<file path="src/include/ubm_pkg.sv">
// Shared constants for the serial port block: register map, field positions,
// reset values, modes and the receiver and transmitter state encoding.
// Assumes an 8-bit register port with a 3-bit word address.
package ubm_pkg;

    localparam logic [2:0] ADDR_CTRL_HIGH = 3'h0;
    localparam logic [2:0] ADDR_CTRL_LOW  = 3'h1;
    localparam logic [2:0] ADDR_DIVISOR   = 3'h2;
    localparam logic [2:0] ADDR_DATA      = 3'h3;
    localparam logic [2:0] ADDR_FLAGS     = 3'h4;

    // Fields of serial_control_high.
    localparam int MODE_HI_POS     = 7;
    localparam int MODE_LO_POS     = 6;
    localparam int MCE_POS         = 5;
    localparam int RXEN_POS        = 4;
    localparam int TB8_POS         = 3;
    localparam int RB8_POS         = 2;
    // Fields of the low control register.
    localparam int PARITY_POS      = 7;
    localparam int CLKSEL_HI_POS   = 3;
    localparam int CLKSEL_LO_POS   = 2;
    // Fields of interrupt_flag_register.
    localparam int TX_IRQ_POS      = 3;
    localparam int RX_IRQ_POS      = 2;
    localparam int TX_EVT_POS      = 1;
    localparam int RX_EVT_POS      = 0;

    localparam logic [7:0] CTRL_HIGH_RST = 8'h00;
    localparam logic [7:0] CTRL_LOW_RST  = 8'h00;
    localparam logic [7:0] DIVISOR_RST   = 8'h00;
    localparam logic [7:0] DATA_RST      = 8'h00;

    localparam logic [1:0] MODE_0 = 2'h0;
    localparam logic [1:0] MODE_1 = 2'h1;
    localparam logic [1:0] MODE_2 = 2'h2;
    localparam logic [1:0] MODE_3 = 2'h3;

    localparam logic [3:0] OVERSAMPLE_LAST = 4'hf;
    localparam logic [3:0] SAMPLE_PHASE    = 4'h7;
    localparam logic [2:0] DATA_BIT_LAST   = 3'h7;

    typedef enum logic [2:0] {
        ST_IDLE  = 3'h0,
        ST_START = 3'h1,
        ST_DATA  = 3'h3,
        ST_NINTH = 3'h2,
        ST_STOP  = 3'h6
    } ubm_state_e;

endpackage

</file>
<file path="src/verilog/ubm_top.sv">
// Serial port with divisor baud generation, nine-bit multiprocessor address
// filtering and receive and transmit interrupt flags.
// Assumes a single-cycle register port and a receive line synchronous to clk_sys.
// Function
// - Mode 2 rate is system clock over 16.
// - Other modes: clock over 16 times prescale (1, 2, 4 or 8) times divisor+1.
// - Address filtering only in modes 2 and 3.
// - Modes 2,3 receive nine bits, store ninth.
// - Filter on: ninth bit zero raises nothing.
// - Filter enable ignored in mode 0.
// - Mode 1 filter: interrupt only valid stop.
// - Mode 0 receive flag at eighth bit midpoint.
// - Mode 1 receive flag at stop midpoint.
// - Modes 2,3 receive flag at ninth midpoint.
// - Receive request cleared on processor acknowledge.
// - Mode 0 transmit flag after eighth bit.
// - Modes 1-3 transmit flag at stop start.
// - One shared vector, separate event flags.
// - Modes 2,3 frame: start, 8 LSB-first, ninth, stop.
// - Ninth bit from control field or parity.
// - Enabled receiver starts on falling start edge.
`timescale 1ns/100ps
module ubm_top (
    input  wire logic       clk_sys,    // 25 MHz system clock
    input  wire logic       sys_rst,    // asynchronous reset, high
    input  wire logic [2:0] regAddr,    // register word address
    input  wire logic [7:0] regWdata,   // register write data
    input  wire logic       regWr,      // write strobe
    input  wire logic       regRd,      // read strobe
    output logic      [7:0] regRdata,   // read data, cycle after the strobe
    input  wire logic       rxLine,     // receive line
    output logic            txLine,     // transmit line
    input  wire logic       rxIrqAck,   // processor acknowledges receive request
    input  wire logic       txIrqAck,   // processor acknowledges transmit request
    output logic            rxIrqFlag,  // receive_irq_flag
    output logic            txIrqFlag,  // transmit_irq_flag
    output logic            irqReq      // shared serial interrupt request
);

    logic [7:0] ctrlHigh_reg;
    logic [7:0] ctrlLow_reg;
    logic [7:0] divisor_reg;
    logic [7:0] rxData_reg;
    logic [7:0] rdata_reg;
    logic       rxIrq_reg;
    logic       txIrq_reg;
    logic       rxEvt_reg;
    logic       txEvt_reg;
    logic       rb8_reg;

    ubm_pkg::ubm_state_e rxState_reg;
    ubm_pkg::ubm_state_e txState_reg;
    logic [3:0] rxPhase_reg;
    logic [3:0] txPhase_reg;
    logic [2:0] rxBit_reg;
    logic [2:0] txBit_reg;
    logic [7:0] rxShift_reg;
    logic [7:0] txShift_reg;
    logic       txNinth_reg;
    logic       txPend_reg;
    logic       rxPrev_reg;
    logic       txLine_reg;

    logic [1:0] mode;
    logic       multiproc_filter_enable;
    logic       rxEn;
    logic       tick16;
    logic       wrHigh;
    logic       wrLow;
    logic       wrDiv;
    logic       wrData;
    logic       wrFlags;
    logic       nineBit;
    logic       filterOn;
    logic       startEdge;
    logic       rxSample;
    logic       rxDone;
    logic       rxRaise;
    logic       txBitTick;
    logic       txRaise;
    logic       txLoad;
    logic [7:0] rxByte;
    logic [7:0] flagsView;
    logic [7:0] readMux;

    function automatic logic isNineBit(input logic [1:0] m);
        isNineBit = (m == ubm_pkg::MODE_2) || (m == ubm_pkg::MODE_3);
    endfunction

    assign mode     = ctrlHigh_reg[ubm_pkg::MODE_HI_POS:ubm_pkg::MODE_LO_POS];
    assign multiproc_filter_enable      = ctrlHigh_reg[ubm_pkg::MCE_POS];
    assign rxEn     = ctrlHigh_reg[ubm_pkg::RXEN_POS];
    assign nineBit  = isNineBit(mode);
    assign filterOn = multiproc_filter_enable && (mode != ubm_pkg::MODE_0);

    assign wrHigh  = regWr && (regAddr == ubm_pkg::ADDR_CTRL_HIGH);
    assign wrLow   = regWr && (regAddr == ubm_pkg::ADDR_CTRL_LOW);
    assign wrDiv   = regWr && (regAddr == ubm_pkg::ADDR_DIVISOR);
    assign wrData  = regWr && (regAddr == ubm_pkg::ADDR_DATA);
    assign wrFlags = regWr && (regAddr == ubm_pkg::ADDR_FLAGS);

    ubm_baud_gen ubm_baud_gen_inst (
        .clk_sys (clk_sys),
        .sys_rst (sys_rst),
        .modeTwo (mode == ubm_pkg::MODE_2),
        .clkSel  (ctrlLow_reg[ubm_pkg::CLKSEL_HI_POS:ubm_pkg::CLKSEL_LO_POS]),
        .divisor (divisor_reg),
        .tick16  (tick16)
    );

    // Receive path.
    assign startEdge = rxEn && (rxState_reg == ubm_pkg::ST_IDLE)
                       && rxPrev_reg && !rxLine;
    assign rxSample  = tick16 && (rxPhase_reg == ubm_pkg::SAMPLE_PHASE);

    // The completion point of a frame depends on the mode; the flag rises there.
    assign rxDone = rxSample && (
        ((rxState_reg == ubm_pkg::ST_DATA) && (rxBit_reg == ubm_pkg::DATA_BIT_LAST)
            && (mode == ubm_pkg::MODE_0)) ||
        ((rxState_reg == ubm_pkg::ST_STOP) && (mode == ubm_pkg::MODE_1)) ||
        (rxState_reg == ubm_pkg::ST_NINTH));

    // In mode 1 the stop bit is checked only while filtering; in nine-bit
    // modes a zero ninth bit is dropped while filtering.
    assign rxRaise = rxDone && !(filterOn && !rxLine);

    // Mode 0 completes on the last data sample, before that bit reaches the
    // shifter, so the stored byte must take the bit straight from the line.
    assign rxByte = (rxState_reg == ubm_pkg::ST_DATA) ? {rxLine, rxShift_reg[7:1]}
                                                      : rxShift_reg;

    always_ff @(posedge clk_sys or posedge sys_rst) begin
        if (sys_rst) begin
            rxState_reg <= ubm_pkg::ST_IDLE;
            rxPhase_reg <= 4'h0;
            rxBit_reg   <= 3'h0;
            rxShift_reg <= 8'h00;
            rxPrev_reg  <= 1'b1;
        end else begin
            rxPrev_reg <= rxLine;
            if (startEdge) begin
                rxPhase_reg <= 4'h0;
            end else if (tick16) begin
                rxPhase_reg <= rxPhase_reg + 4'h1;
            end
            case (rxState_reg)
                ubm_pkg::ST_IDLE: begin
                    if (startEdge) begin
                        rxState_reg <= ubm_pkg::ST_START;
                    end
                end
                ubm_pkg::ST_START: begin
                    if (rxSample) begin
                        rxBit_reg   <= 3'h0;
                        rxState_reg <= rxLine ? ubm_pkg::ST_IDLE : ubm_pkg::ST_DATA;
                    end
                end
                ubm_pkg::ST_DATA: begin
                    if (rxSample) begin
                        rxShift_reg <= {rxLine, rxShift_reg[7:1]};
                        rxBit_reg   <= rxBit_reg + 3'h1;
                        if (rxBit_reg == ubm_pkg::DATA_BIT_LAST) begin
                            rxState_reg <= nineBit ? ubm_pkg::ST_NINTH : ubm_pkg::ST_STOP;
                        end
                    end
                end
                ubm_pkg::ST_NINTH: begin
                    if (rxSample) begin
                        rxState_reg <= ubm_pkg::ST_STOP;
                    end
                end
                ubm_pkg::ST_STOP: begin
                    if (rxSample) begin
                        rxState_reg <= ubm_pkg::ST_IDLE;
                    end
                end
                default: begin
                    rxState_reg <= ubm_pkg::ST_IDLE;
                end
            endcase
        end
    end

    // Transmit path; the bit clock free-runs so a frame starts on the next bit tick.
    assign txBitTick = tick16 && (txPhase_reg == ubm_pkg::OVERSAMPLE_LAST);
    assign txLoad    = wrData && (txState_reg == ubm_pkg::ST_IDLE) && !txPend_reg;
    assign txRaise   = txBitTick && (
        ((txState_reg == ubm_pkg::ST_DATA) && (txBit_reg == ubm_pkg::DATA_BIT_LAST)
            && !nineBit) ||
        (txState_reg == ubm_pkg::ST_NINTH));

    always_ff @(posedge clk_sys or posedge sys_rst) begin
        if (sys_rst) begin
            txState_reg <= ubm_pkg::ST_IDLE;
            txPhase_reg <= 4'h0;
            txBit_reg   <= 3'h0;
            txShift_reg <= 8'h00;
            txNinth_reg <= 1'b0;
            txPend_reg  <= 1'b0;
            txLine_reg  <= 1'b1;
        end else begin
            if (tick16) begin
                txPhase_reg <= txPhase_reg + 4'h1;
            end
            if (txLoad) begin
                txShift_reg <= regWdata;
                txPend_reg  <= 1'b1;
                txNinth_reg <= ctrlLow_reg[ubm_pkg::PARITY_POS] ? ^regWdata
                                                               : ctrlHigh_reg[ubm_pkg::TB8_POS];
            end
            if (txBitTick) begin
                case (txState_reg)
                    ubm_pkg::ST_IDLE: begin
                        if (txPend_reg) begin
                            txPend_reg  <= 1'b0;
                            txLine_reg  <= 1'b0;
                            txBit_reg   <= 3'h0;
                            txState_reg <= ubm_pkg::ST_START;
                        end
                    end
                    ubm_pkg::ST_START: begin
                        txLine_reg  <= txShift_reg[0];
                        txShift_reg <= {1'b0, txShift_reg[7:1]};
                        txState_reg <= ubm_pkg::ST_DATA;
                    end
                    ubm_pkg::ST_DATA: begin
                        txBit_reg <= txBit_reg + 3'h1;
                        if (txBit_reg == ubm_pkg::DATA_BIT_LAST) begin
                            txLine_reg  <= nineBit ? txNinth_reg : 1'b1;
                            txState_reg <= nineBit ? ubm_pkg::ST_NINTH : ubm_pkg::ST_STOP;
                        end else begin
                            txLine_reg  <= txShift_reg[0];
                            txShift_reg <= {1'b0, txShift_reg[7:1]};
                        end
                    end
                    ubm_pkg::ST_NINTH: begin
                        txLine_reg  <= 1'b1;
                        txState_reg <= ubm_pkg::ST_STOP;
                    end
                    ubm_pkg::ST_STOP: begin
                        txState_reg <= ubm_pkg::ST_IDLE;
                    end
                    default: begin
                        txLine_reg  <= 1'b1;
                        txState_reg <= ubm_pkg::ST_IDLE;
                    end
                endcase
            end
        end
    end

    // Registers and flags. Hardware setting a flag wins over a clear in the same cycle.
    always_ff @(posedge clk_sys or posedge sys_rst) begin
        if (sys_rst) begin
            ctrlHigh_reg <= ubm_pkg::CTRL_HIGH_RST;
            ctrlLow_reg  <= ubm_pkg::CTRL_LOW_RST;
            divisor_reg  <= ubm_pkg::DIVISOR_RST;
            rxData_reg   <= ubm_pkg::DATA_RST;
            rb8_reg      <= 1'b0;
            rxIrq_reg    <= 1'b0;
            txIrq_reg    <= 1'b0;
            rxEvt_reg    <= 1'b0;
            txEvt_reg    <= 1'b0;
        end else begin
            if (wrHigh) begin
                ctrlHigh_reg <= regWdata;
            end
            if (wrLow) begin
                ctrlLow_reg <= regWdata;
            end
            if (wrDiv) begin
                divisor_reg <= regWdata;
            end
            if (rxDone && nineBit) begin
                rb8_reg <= rxLine;
            end
            if (rxRaise) begin
                rxData_reg <= rxByte;
            end
            if (rxRaise) begin
                rxIrq_reg <= 1'b1;
            end else if (rxIrqAck) begin
                rxIrq_reg <= 1'b0;
            end
            if (txRaise) begin
                txIrq_reg <= 1'b1;
            end else if (txIrqAck) begin
                txIrq_reg <= 1'b0;
            end
            // Event flags stay set until software writes a one over them.
            if (rxRaise) begin
                rxEvt_reg <= 1'b1;
            end else if (wrFlags && regWdata[ubm_pkg::RX_EVT_POS]) begin
                rxEvt_reg <= 1'b0;
            end
            if (txRaise) begin
                txEvt_reg <= 1'b1;
            end else if (wrFlags && regWdata[ubm_pkg::TX_EVT_POS]) begin
                txEvt_reg <= 1'b0;
            end
        end
    end

    assign flagsView = {4'h0, txIrq_reg, rxIrq_reg, txEvt_reg, rxEvt_reg};

    assign readMux =
        (regAddr == ubm_pkg::ADDR_CTRL_HIGH) ? {ctrlHigh_reg[7:3], rb8_reg, 2'h0} :
        (regAddr == ubm_pkg::ADDR_CTRL_LOW)  ? ctrlLow_reg :
        (regAddr == ubm_pkg::ADDR_DIVISOR)   ? divisor_reg :
        (regAddr == ubm_pkg::ADDR_DATA)      ? rxData_reg :
        (regAddr == ubm_pkg::ADDR_FLAGS)     ? flagsView : 8'h00;

    always_ff @(posedge clk_sys or posedge sys_rst) begin
        if (sys_rst) begin
            rdata_reg <= 8'h00;
        end else begin
            rdata_reg <= regRd ? readMux : 8'h00;
        end
    end

    assign regRdata  = rdata_reg;
    assign txLine    = txLine_reg;
    assign rxIrqFlag = rxIrq_reg;
    assign txIrqFlag = txIrq_reg;
    assign irqReq    = rxIrq_reg || txIrq_reg;

endmodule

</file>
<file path="src/verilog/ubm_baud_gen.sv">
// Baud generator: makes the 16x oversampling tick for the serial port.
// Assumes divisor and clock select are stable while a frame is on the line.
`timescale 1ns/100ps
module ubm_baud_gen (
    input  wire logic       clk_sys,   // system clock
    input  wire logic       sys_rst,   // asynchronous reset, high
    input  wire logic       modeTwo,   // fixed rate mode selected
    input  wire logic [1:0] clkSel,    // serial clock prescale select
    input  wire logic [7:0] divisor,   // baud_divisor_value
    output logic            tick16     // one pulse per sixteenth of a bit
);

    logic [2:0] preCnt_reg;
    logic [7:0] divCnt_reg;
    logic [2:0] preMask;
    logic       preTick;
    logic       divWrap;

    // Prescale ratios are 1, 2, 4 and 8 system clocks.
    assign preMask = 3'((4'h1 << clkSel) - 4'h1);
    assign preTick = (preCnt_reg & preMask) == preMask;
    assign divWrap = preTick && (divCnt_reg >= divisor);
    assign tick16  = modeTwo ? 1'b1 : divWrap;

    always_ff @(posedge clk_sys or posedge sys_rst) begin
        if (sys_rst) begin
            preCnt_reg <= 3'h0;
            divCnt_reg <= 8'h00;
        end else begin
            preCnt_reg <= preCnt_reg + 3'h1;
            if (divWrap) begin
                divCnt_reg <= 8'h00;
            end else if (preTick) begin
                divCnt_reg <= divCnt_reg + 8'h01;
            end
        end
    end

endmodule

</file>
<file path="config.mk">
export PLATFORM = sky130hd
export DESIGN_NAME = ubm_top
export DESIGN_NICKNAME = d
export VERILOG_FILES = /design/src/include/ubm_pkg.sv /design/src/verilog/ubm_top.sv /design/src/verilog/ubm_baud_gen.sv
export SDC_FILE = /design/constraint.sdc
export NUM_CORES = 1
export LEC_CHECK = 0
export BUFFER_PORTS_ARGS = -buffer_cell sky130_fd_sc_hd__buf_2
export CORE_ASPECT_RATIO = 1.2
export CORE_MARGIN = 2
export CORE_UTILIZATION = 35
export DETAILED_ROUTE_END_ITERATION = 10
export HOLD_SLACK_MARGIN = 0.1
export REMOVE_ABC_BUFFERS = 1
export SKIP_LAST_GASP = 1
export SYNTH_ARGS = -nofsm -noshare
export SYNTH_HDL_FRONTEND = slang
export SYNTH_SLANG_ARGS = --single-unit
</file>
<file path="constraint.sdc">
create_clock -name clk_sys -period 5.2 [get_ports clk_sys]
set_input_delay 0.26 -clock clk_sys [delete_from_list [all_inputs] [get_ports clk_sys]]
set_output_delay 0.26 -clock clk_sys [all_outputs]
set_load 0.01 [all_outputs]
</file>
==> results of run 1 <==
==> cell usage in the layout, fill, tap and decap left out, types with 5 or more instances in the layout <==
cell,synthesis,layout
a21oi_1,13,13
a22oi_1,5,5
buf_2,2,29
clkbuf_16,0,9
dfrtp_1,91,91
ha_1,16,16
inv_1,22,21
mux2_2,42,42
mux2i_1,16,16
nand2_1,44,44
nand2b_1,7,7
nand3_1,13,13
nand3b_1,5,5
nand4_1,7,7
nor2_1,17,17
nor2b_1,5,5
nor3_1,5,5
o21ai_0,31,31
xnor2_1,10,10
==> repair_timing <==
action | CTS | global route
endpoints found under the hold margin | 21 | 0
setup endpoints to repair | 0 | 0
hold buffers | 3 | 0
==> power breakdown <==
group / leakage (µW) / internal (µW) / switching [µW] / total, µW
registers: 0.00117 / 876 / 136 / 1010
logic: 0.00113 / 243 / 293 / 536
clock network: 0.000140 / 364 / 263 / 626
==> area by class of cell <==
class / count / area, µm²
clock inverters: 1 / 5.00
flip-flops and latches: 93 / 2330
well taps: 168 / 210
repair buffers: 35 / 198
inverters: 22 / 83.8
fillers: 1255 / 7790
clock buffers: 15 / 278
multi-input cells: 300 / 2230
==> logic make-up after synthesis <==
family | Yosys count
muxes | 59
DFF | 93
AOI/OAI and AO/OA | 85
xor gates and xnor gates | 14
buffers and inverters | 34
and+or+nand+nor | 126
adders and majority gates | 16
==> critical path: cells and delay by family, from the launching register on <==
family / cells / cell delay (ns)
fa+ha+maj: 1 / 0.27
buf+inv: 1 / 0.08
flops: 1 / 0.43
simple gates: 2 / 1.06
compound gates: 3 / 0.74
==> metrics by stage <==
step                      hold slack, ns  util [%]  worst slack [ns]
after floorplan                    0.264         -              2.48
after global placement             0.245      38.3              2.58
after CTS                          0.172      40.6              2.43
final                              0.189      40.6              2.42
after detailed placement           0.249      38.3              2.44
after global routing               0.181      40.6              2.18
==> path summary, 6_finish.rpt <==
check | to | cells after the start | startpoint | slack [ns]
worst min register to register | ubm_baud_gen_inst.preCnt_reg[2] | 1 | ubm_baud_gen_inst.preCnt_reg[2] | 0.47
min in group asynchronous | rxShift_reg[6] | 3 | sys_rst | 0.43
worst max register to register | txShift_reg[5] | 7 | ubm_baud_gen_inst.divCnt_reg[0] | 2.42
max in group asynchronous | ctrlLow_reg[3] | 4 | sys_rst | 3.51
worst max-delay path | txShift_reg[5] | 7 | ubm_baud_gen_inst.divCnt_reg[0] | 2.42
worst min-delay path | regRdata[2] | 2 | regRd | 0.19
==> layer usage <==
metal  wire length [µm]  global-route usage, %  part of all wire [%]  up-vias
li1                   -                      -                     -     1592
met1               4430                   18.7                    46     1601
met2               4700                   24.0                    49       37
met3                261                   3.22                   2.7       10
met4                178                   6.03                   1.9        0
met5                  0                      0                     0        -
==> results.sh, run 1 <==
export IMPL_status="completed"
export IMPL_setup_viol=0
export IMPL_via_count=3240
export IMPL_end_kind="flop"
export IMPL_synth_seq_cells=93
export IMPL_hpwl_mm=7.05
export IMPL_drc_errors=0
export IMPL_gp_congestion=0.818
export IMPL_cts_setup_buffers=0
export IMPL_hold_violations=0
export IMPL_synth_cell_type_count=57
export IMPL_finalCriticalPeriod_ns=2.78
export IMPL_grt_pass1_wl_mm=16.0
export IMPL_clock_sinks=93
export IMPL_irDropWorstVdd_v=0.000168
export IMPL_numCtsBuffers=9
export IMPL_antenna_found_initial=0
export IMPL_clk_path_buf_depth=2
export IMPL_ys_flop_type="dfrtp_1"
export IMPL_synth_top_family_by_area="simple AND/OR/NAND/NOR gates"
export IMPL_synth_fa_ha_area_share_pct=4.28
export IMPL_synthTopCellsByCount="dfrtp_1 (91), nand2_1 (44), mux2_2 (42)"
export IMPL_routed_wl_mm=9.58
export IMPL_synthTopCellsByArea="dfrtp_1 (49%), mux2_2 (10%), ha_1 (4.3%)"
export IMPL_fin_nets=495
export IMPL_yosys_area_top_type_share_pct=48.6
export IMPL_clock_fmax_mhz=360
export IMPL_drt_iter0_markers=173
export IMPL_slowest_delay_ns=0.95
export IMPL_fin_crit_sh_pct=53.4
export IMPL_root_buffer="clkbuf_16"
export IMPL_async_flop_share_pct=100
export IMPL_power_uw=2170
export IMPL_layout_drive_gt1_share_pct=22.5
export IMPL_firstDrtPassIters=4
export IMPL_n_antenna_cell=0
export IMPL_groute_usage_overall_pct=14.6
export IMPL_synth_xor_area_share_pct=2.62
export IMPL_overflow=0
export IMPL_yosysTopAreaCell="dfrtp_1"
export IMPL_die_w_um=110
export IMPL_die_area_um2=14300
export IMPL_dieHeight_um=131
export IMPL_synth_seq_area_share_pct=49.8
export IMPL_synth_edf_count=0
export IMPL_max_cap_violations=0
export IMPL_syn_inst=427
export IMPL_io_pins=30
export IMPL_start_kind="flop"
export IMPL_dp_cells=615
export IMPL_rows=46
export IMPL_cpMaxStageDelayCell="nor4_2"
export IMPL_skew_ns=0.00818
export IMPL_grt_setup_unrepaired="no"
export IMPL_cts_resized=0
export IMPL_cts_tree="built"
export IMPL_clkTransAtPathRegs_ns=0.07
export IMPL_wl_per_cell_um=15.1
export IMPL_start_util_pct=35.7
export IMPL_syn_area_um2=4680
export IMPL_insertion_delay_ns=0.34
export IMPL_htree_levels=3
export IMPL_core_area_um2=13100
export IMPL_grt_pass1_vias=3188
export IMPL_crit_required_ns=5.36
export IMPL_p_leak_uw=0.00244
export IMPL_synth_mux_area_share_pct=13.8
export IMPL_slew_violations=0
export IMPL_final_area_um2=5330
export IMPL_synth_simple_area_share_pct=14.8
export IMPL_crit_chain="inv_1 -> ha_1 -> nand2b_4 -> a2111oi_2 -> o311a_4 -> nor4_2 -> o21ai_0"
export IMPL_yosys_warnings=0
export IMPL_worst_pin_slew_ns=1.09
export IMPL_synth_compound_area_share_pct=12.0
export IMPL_place_area_um2=5020
export IMPL_yosysMostFrequentCell="dfrtp_1"
export IMPL_arrival_ns=2.94
export IMPL_vias_per_cell=5.11
export IMPL_portBuffers=29
export IMPL_syn_area_per_cell_um2=11.0
export IMPL_synthToLayoutAreaGrowth_pct=13.9
export IMPL_grt_max_degree=74
export IMPL_setup_tns_ns=0
export IMPL_crit_type="reg2reg"
export IMPL_finalNonFillerCells=634
export IMPL_cp_max_fo=15
export IMPL_hp_class="in2reg"
export IMPL_max_slew_margin_pct=26.9
export IMPL_antenna_left=0
export IMPL_powerDensity_nw_per_um2=408
Note: power is estimated with default switching activity, not from simulation.
==> run 2, diff against run 1 <==
==> constraint.sdc (replaced) <==
create_clock -name clk_sys -period 2.41 [get_ports clk_sys]
set_input_delay 0.1205 -clock clk_sys [delete_from_list [all_inputs] [get_ports clk_sys]]
set_output_delay 0.1205 -clock clk_sys [all_outputs]
set_load 0.01 [all_outputs]
==> results.sh, run 2 (same netlist as run 1, synthesis figures left out) <==
export IMPL_start_kind="flop"
export IMPL_finalNonFillerCells=667
export IMPL_die_w_um=110
export IMPL_groute_usage_overall_pct=15.1
export IMPL_crit_type="reg2reg"
export IMPL_drt_iter0_markers=145
export IMPL_drc_errors=0
export IMPL_end_kind="flop"
export IMPL_cts_tree="built"
export IMPL_internal_power_uw=3390
export IMPL_place_ws_ns=-0.0149
export IMPL_hpwl_mm=7.37
export IMPL_dp_cells=633
export IMPL_p_leak_uw=0.00261
export IMPL_clk_path_buf_depth=2
export IMPL_fillCellCount=1233
export IMPL_cp_max_fo=8
export IMPL_vias_per_cell=5.13
export IMPL_root_buffer="clkbuf_16"
export IMPL_place_area_um2=5170
export IMPL_clock_power_share_pct=28.5
export IMPL_grt_pass1_vias=3407
export IMPL_final_cell_mix="dfrtp_1 (91), nand2_1 (44), mux2_2 (42)"
export IMPL_firstDrtPassIters=4
export IMPL_max_cap_violations=0
export IMPL_final_area_um2=5670
export IMPL_arrival_ns=2.56
export IMPL_dieHeight_um=131
export IMPL_irDropWorstVdd_v=0.000350
export IMPL_seq_power_share_pct=42.6
export IMPL_skew_ns=0.00729
export IMPL_portBuffers=29
export IMPL_via_count=3423
export IMPL_max_slew_margin_pct=54.2
export IMPL_fin_crit_sh_pct=97.0
export IMPL_start_util_pct=35.7
export IMPL_wl_per_cell_um=14.9
export IMPL_setup_viol=0
export IMPL_grt_pass1_wl_mm=16.5
export IMPL_finalCriticalPeriod_ns=2.34
export IMPL_crit_required_ns=2.63
export IMPL_cpMaxStageDelayCell="dfrtp_1"
export IMPL_core_area_um2=13100
export IMPL_setup_tns_ns=0
export IMPL_netSwitchingPower_uw=1620
export IMPL_grt_setup_unrepaired="yes"
export IMPL_htree_levels=3
export IMPL_clock_fmax_mhz=428
export IMPL_path_buf_inv=0
export IMPL_rows=46
export IMPL_crit_chain="ha_1 -> nand2b_4 -> a2111oi_4 -> o311a_4 -> or3_4 -> nor2_8 -> mux2_2"
export IMPL_io_pins=30
export IMPL_die_area_um2=14300
export IMPL_final_common_cell="dfrtp_1"
export IMPL_status="completed"
export IMPL_routed_wl_mm=9.95
export IMPL_post_route_util_pct=43.2
export IMPL_gp_congestion=0.818
export IMPL_slowest_delay_ns=0.40
export IMPL_clkTransAtPathRegs_ns=0.07
export IMPL_antenna_left=0
export IMPL_powerDensity_nw_per_um2=884
export IMPL_worst_pin_slew_ns=0.683
export IMPL_slew_violations=0
export IMPL_antenna_found_initial=0
export IMPL_swShare_pct=32.4
export IMPL_n_antenna_cell=0
export IMPL_finalWorstSetupSlack_ns=0.0713
export IMPL_hp_class="in2reg"
export IMPL_numCtsBuffers=9
export IMPL_overflow=0
export IMPL_insertion_delay_ns=0.34
export IMPL_fin_nets=528
export IMPL_clock_sinks=93
export IMPL_crit_family="simple AND/OR/NAND/NOR gates"
export IMPL_layout_drive_gt1_share_pct=27.3
export IMPL_hold_violations=0
export IMPL_grt_max_degree=64
export IMPL_combPwrFrac_pct=28.8
export IMPL_synthToLayoutAreaGrowth_pct=21.1
run 2: worst min-delay path: stages:
cell and delay [ns]:
buf_2 0.15, nand2_1 0.08, o21ai_0 0.07
run 2: worst paths after layout:
check | start | slack, ns | cells after the start | to
min in group asynchronous | sys_rst | 0.35 | 3 | rxIrqFlag
worst max register to register | divisor_reg[0] | 0.07 | 7 | rxShift_reg[1]
worst min-delay path | regWdata[7] | 0.11 | 3 | divisor_reg[7]
max in group asynchronous | sys_rst | 1.33 | 4 | rxPrev_reg
worst max-delay path | divisor_reg[0] | 0.07 | 7 | rxShift_reg[1]
worst min register to register | txPhase_reg[3] | 0.48 | 1 | txPhase_reg[3]
run 2: final cells by class:
type | count | area [µm²] | share of cell area [%]
timing repair buffer | 68 | 478 | 8.43
multi-input combinational | 300 | 2270 | 40.0
sequential | 93 | 2330 | 41.1
tap | 168 | 210 | 3.71
clock buffer | 9 | 225 | 3.97
inverter | 22 | 83.8 | 1.48
clock inverter | 7 | 73.8 | 1.30
run 2: metal layers:
metal | vias to the layer above | global-route usage [%] | part of all wire (%)
met4 | 0 | 7.30 | 3.4
met2 | 54 | 25.6 | 50
met5 | - | 0 | 0
met3 | 23 | 3.57 | 3.2
met1 | 1685 | 17.9 | 43
li1 | 1661 | - | -
run 2: timing repair:
item,4_1_cts,5_1_grt
setup buffers,2,4
endpoints found under the hold margin,44,0
gates resized for setup,1,5
hold buffers,12,0
setup endpoints to repair,9,19
pin swaps,3,2
run 2: power groups by stage:
stage          registers [µW]  clock network [µW]  logic (µW)
2_1_floorplan            2130                   0         917
3_3_place_gp             2150                   0        1320
3_5_place_dp             2160                   0        1370
4_1_cts                  2130                1470        1400
5_1_grt                  2180                1530        1620
6_report                 2140                1430        1440
run 2: through the flow:
| stage | power (µW) | hold WS (ns) |
|---|---|---|
| floorplan | 3050 | 0.125 |
| detailed placement | 3520 | 0.182 |
| finish | 5010 | 0.108 |
| global route | 5330 | 0.114 |
| global placement | 3460 | 0.175 |
| CTS | 5000 | 0.101 |
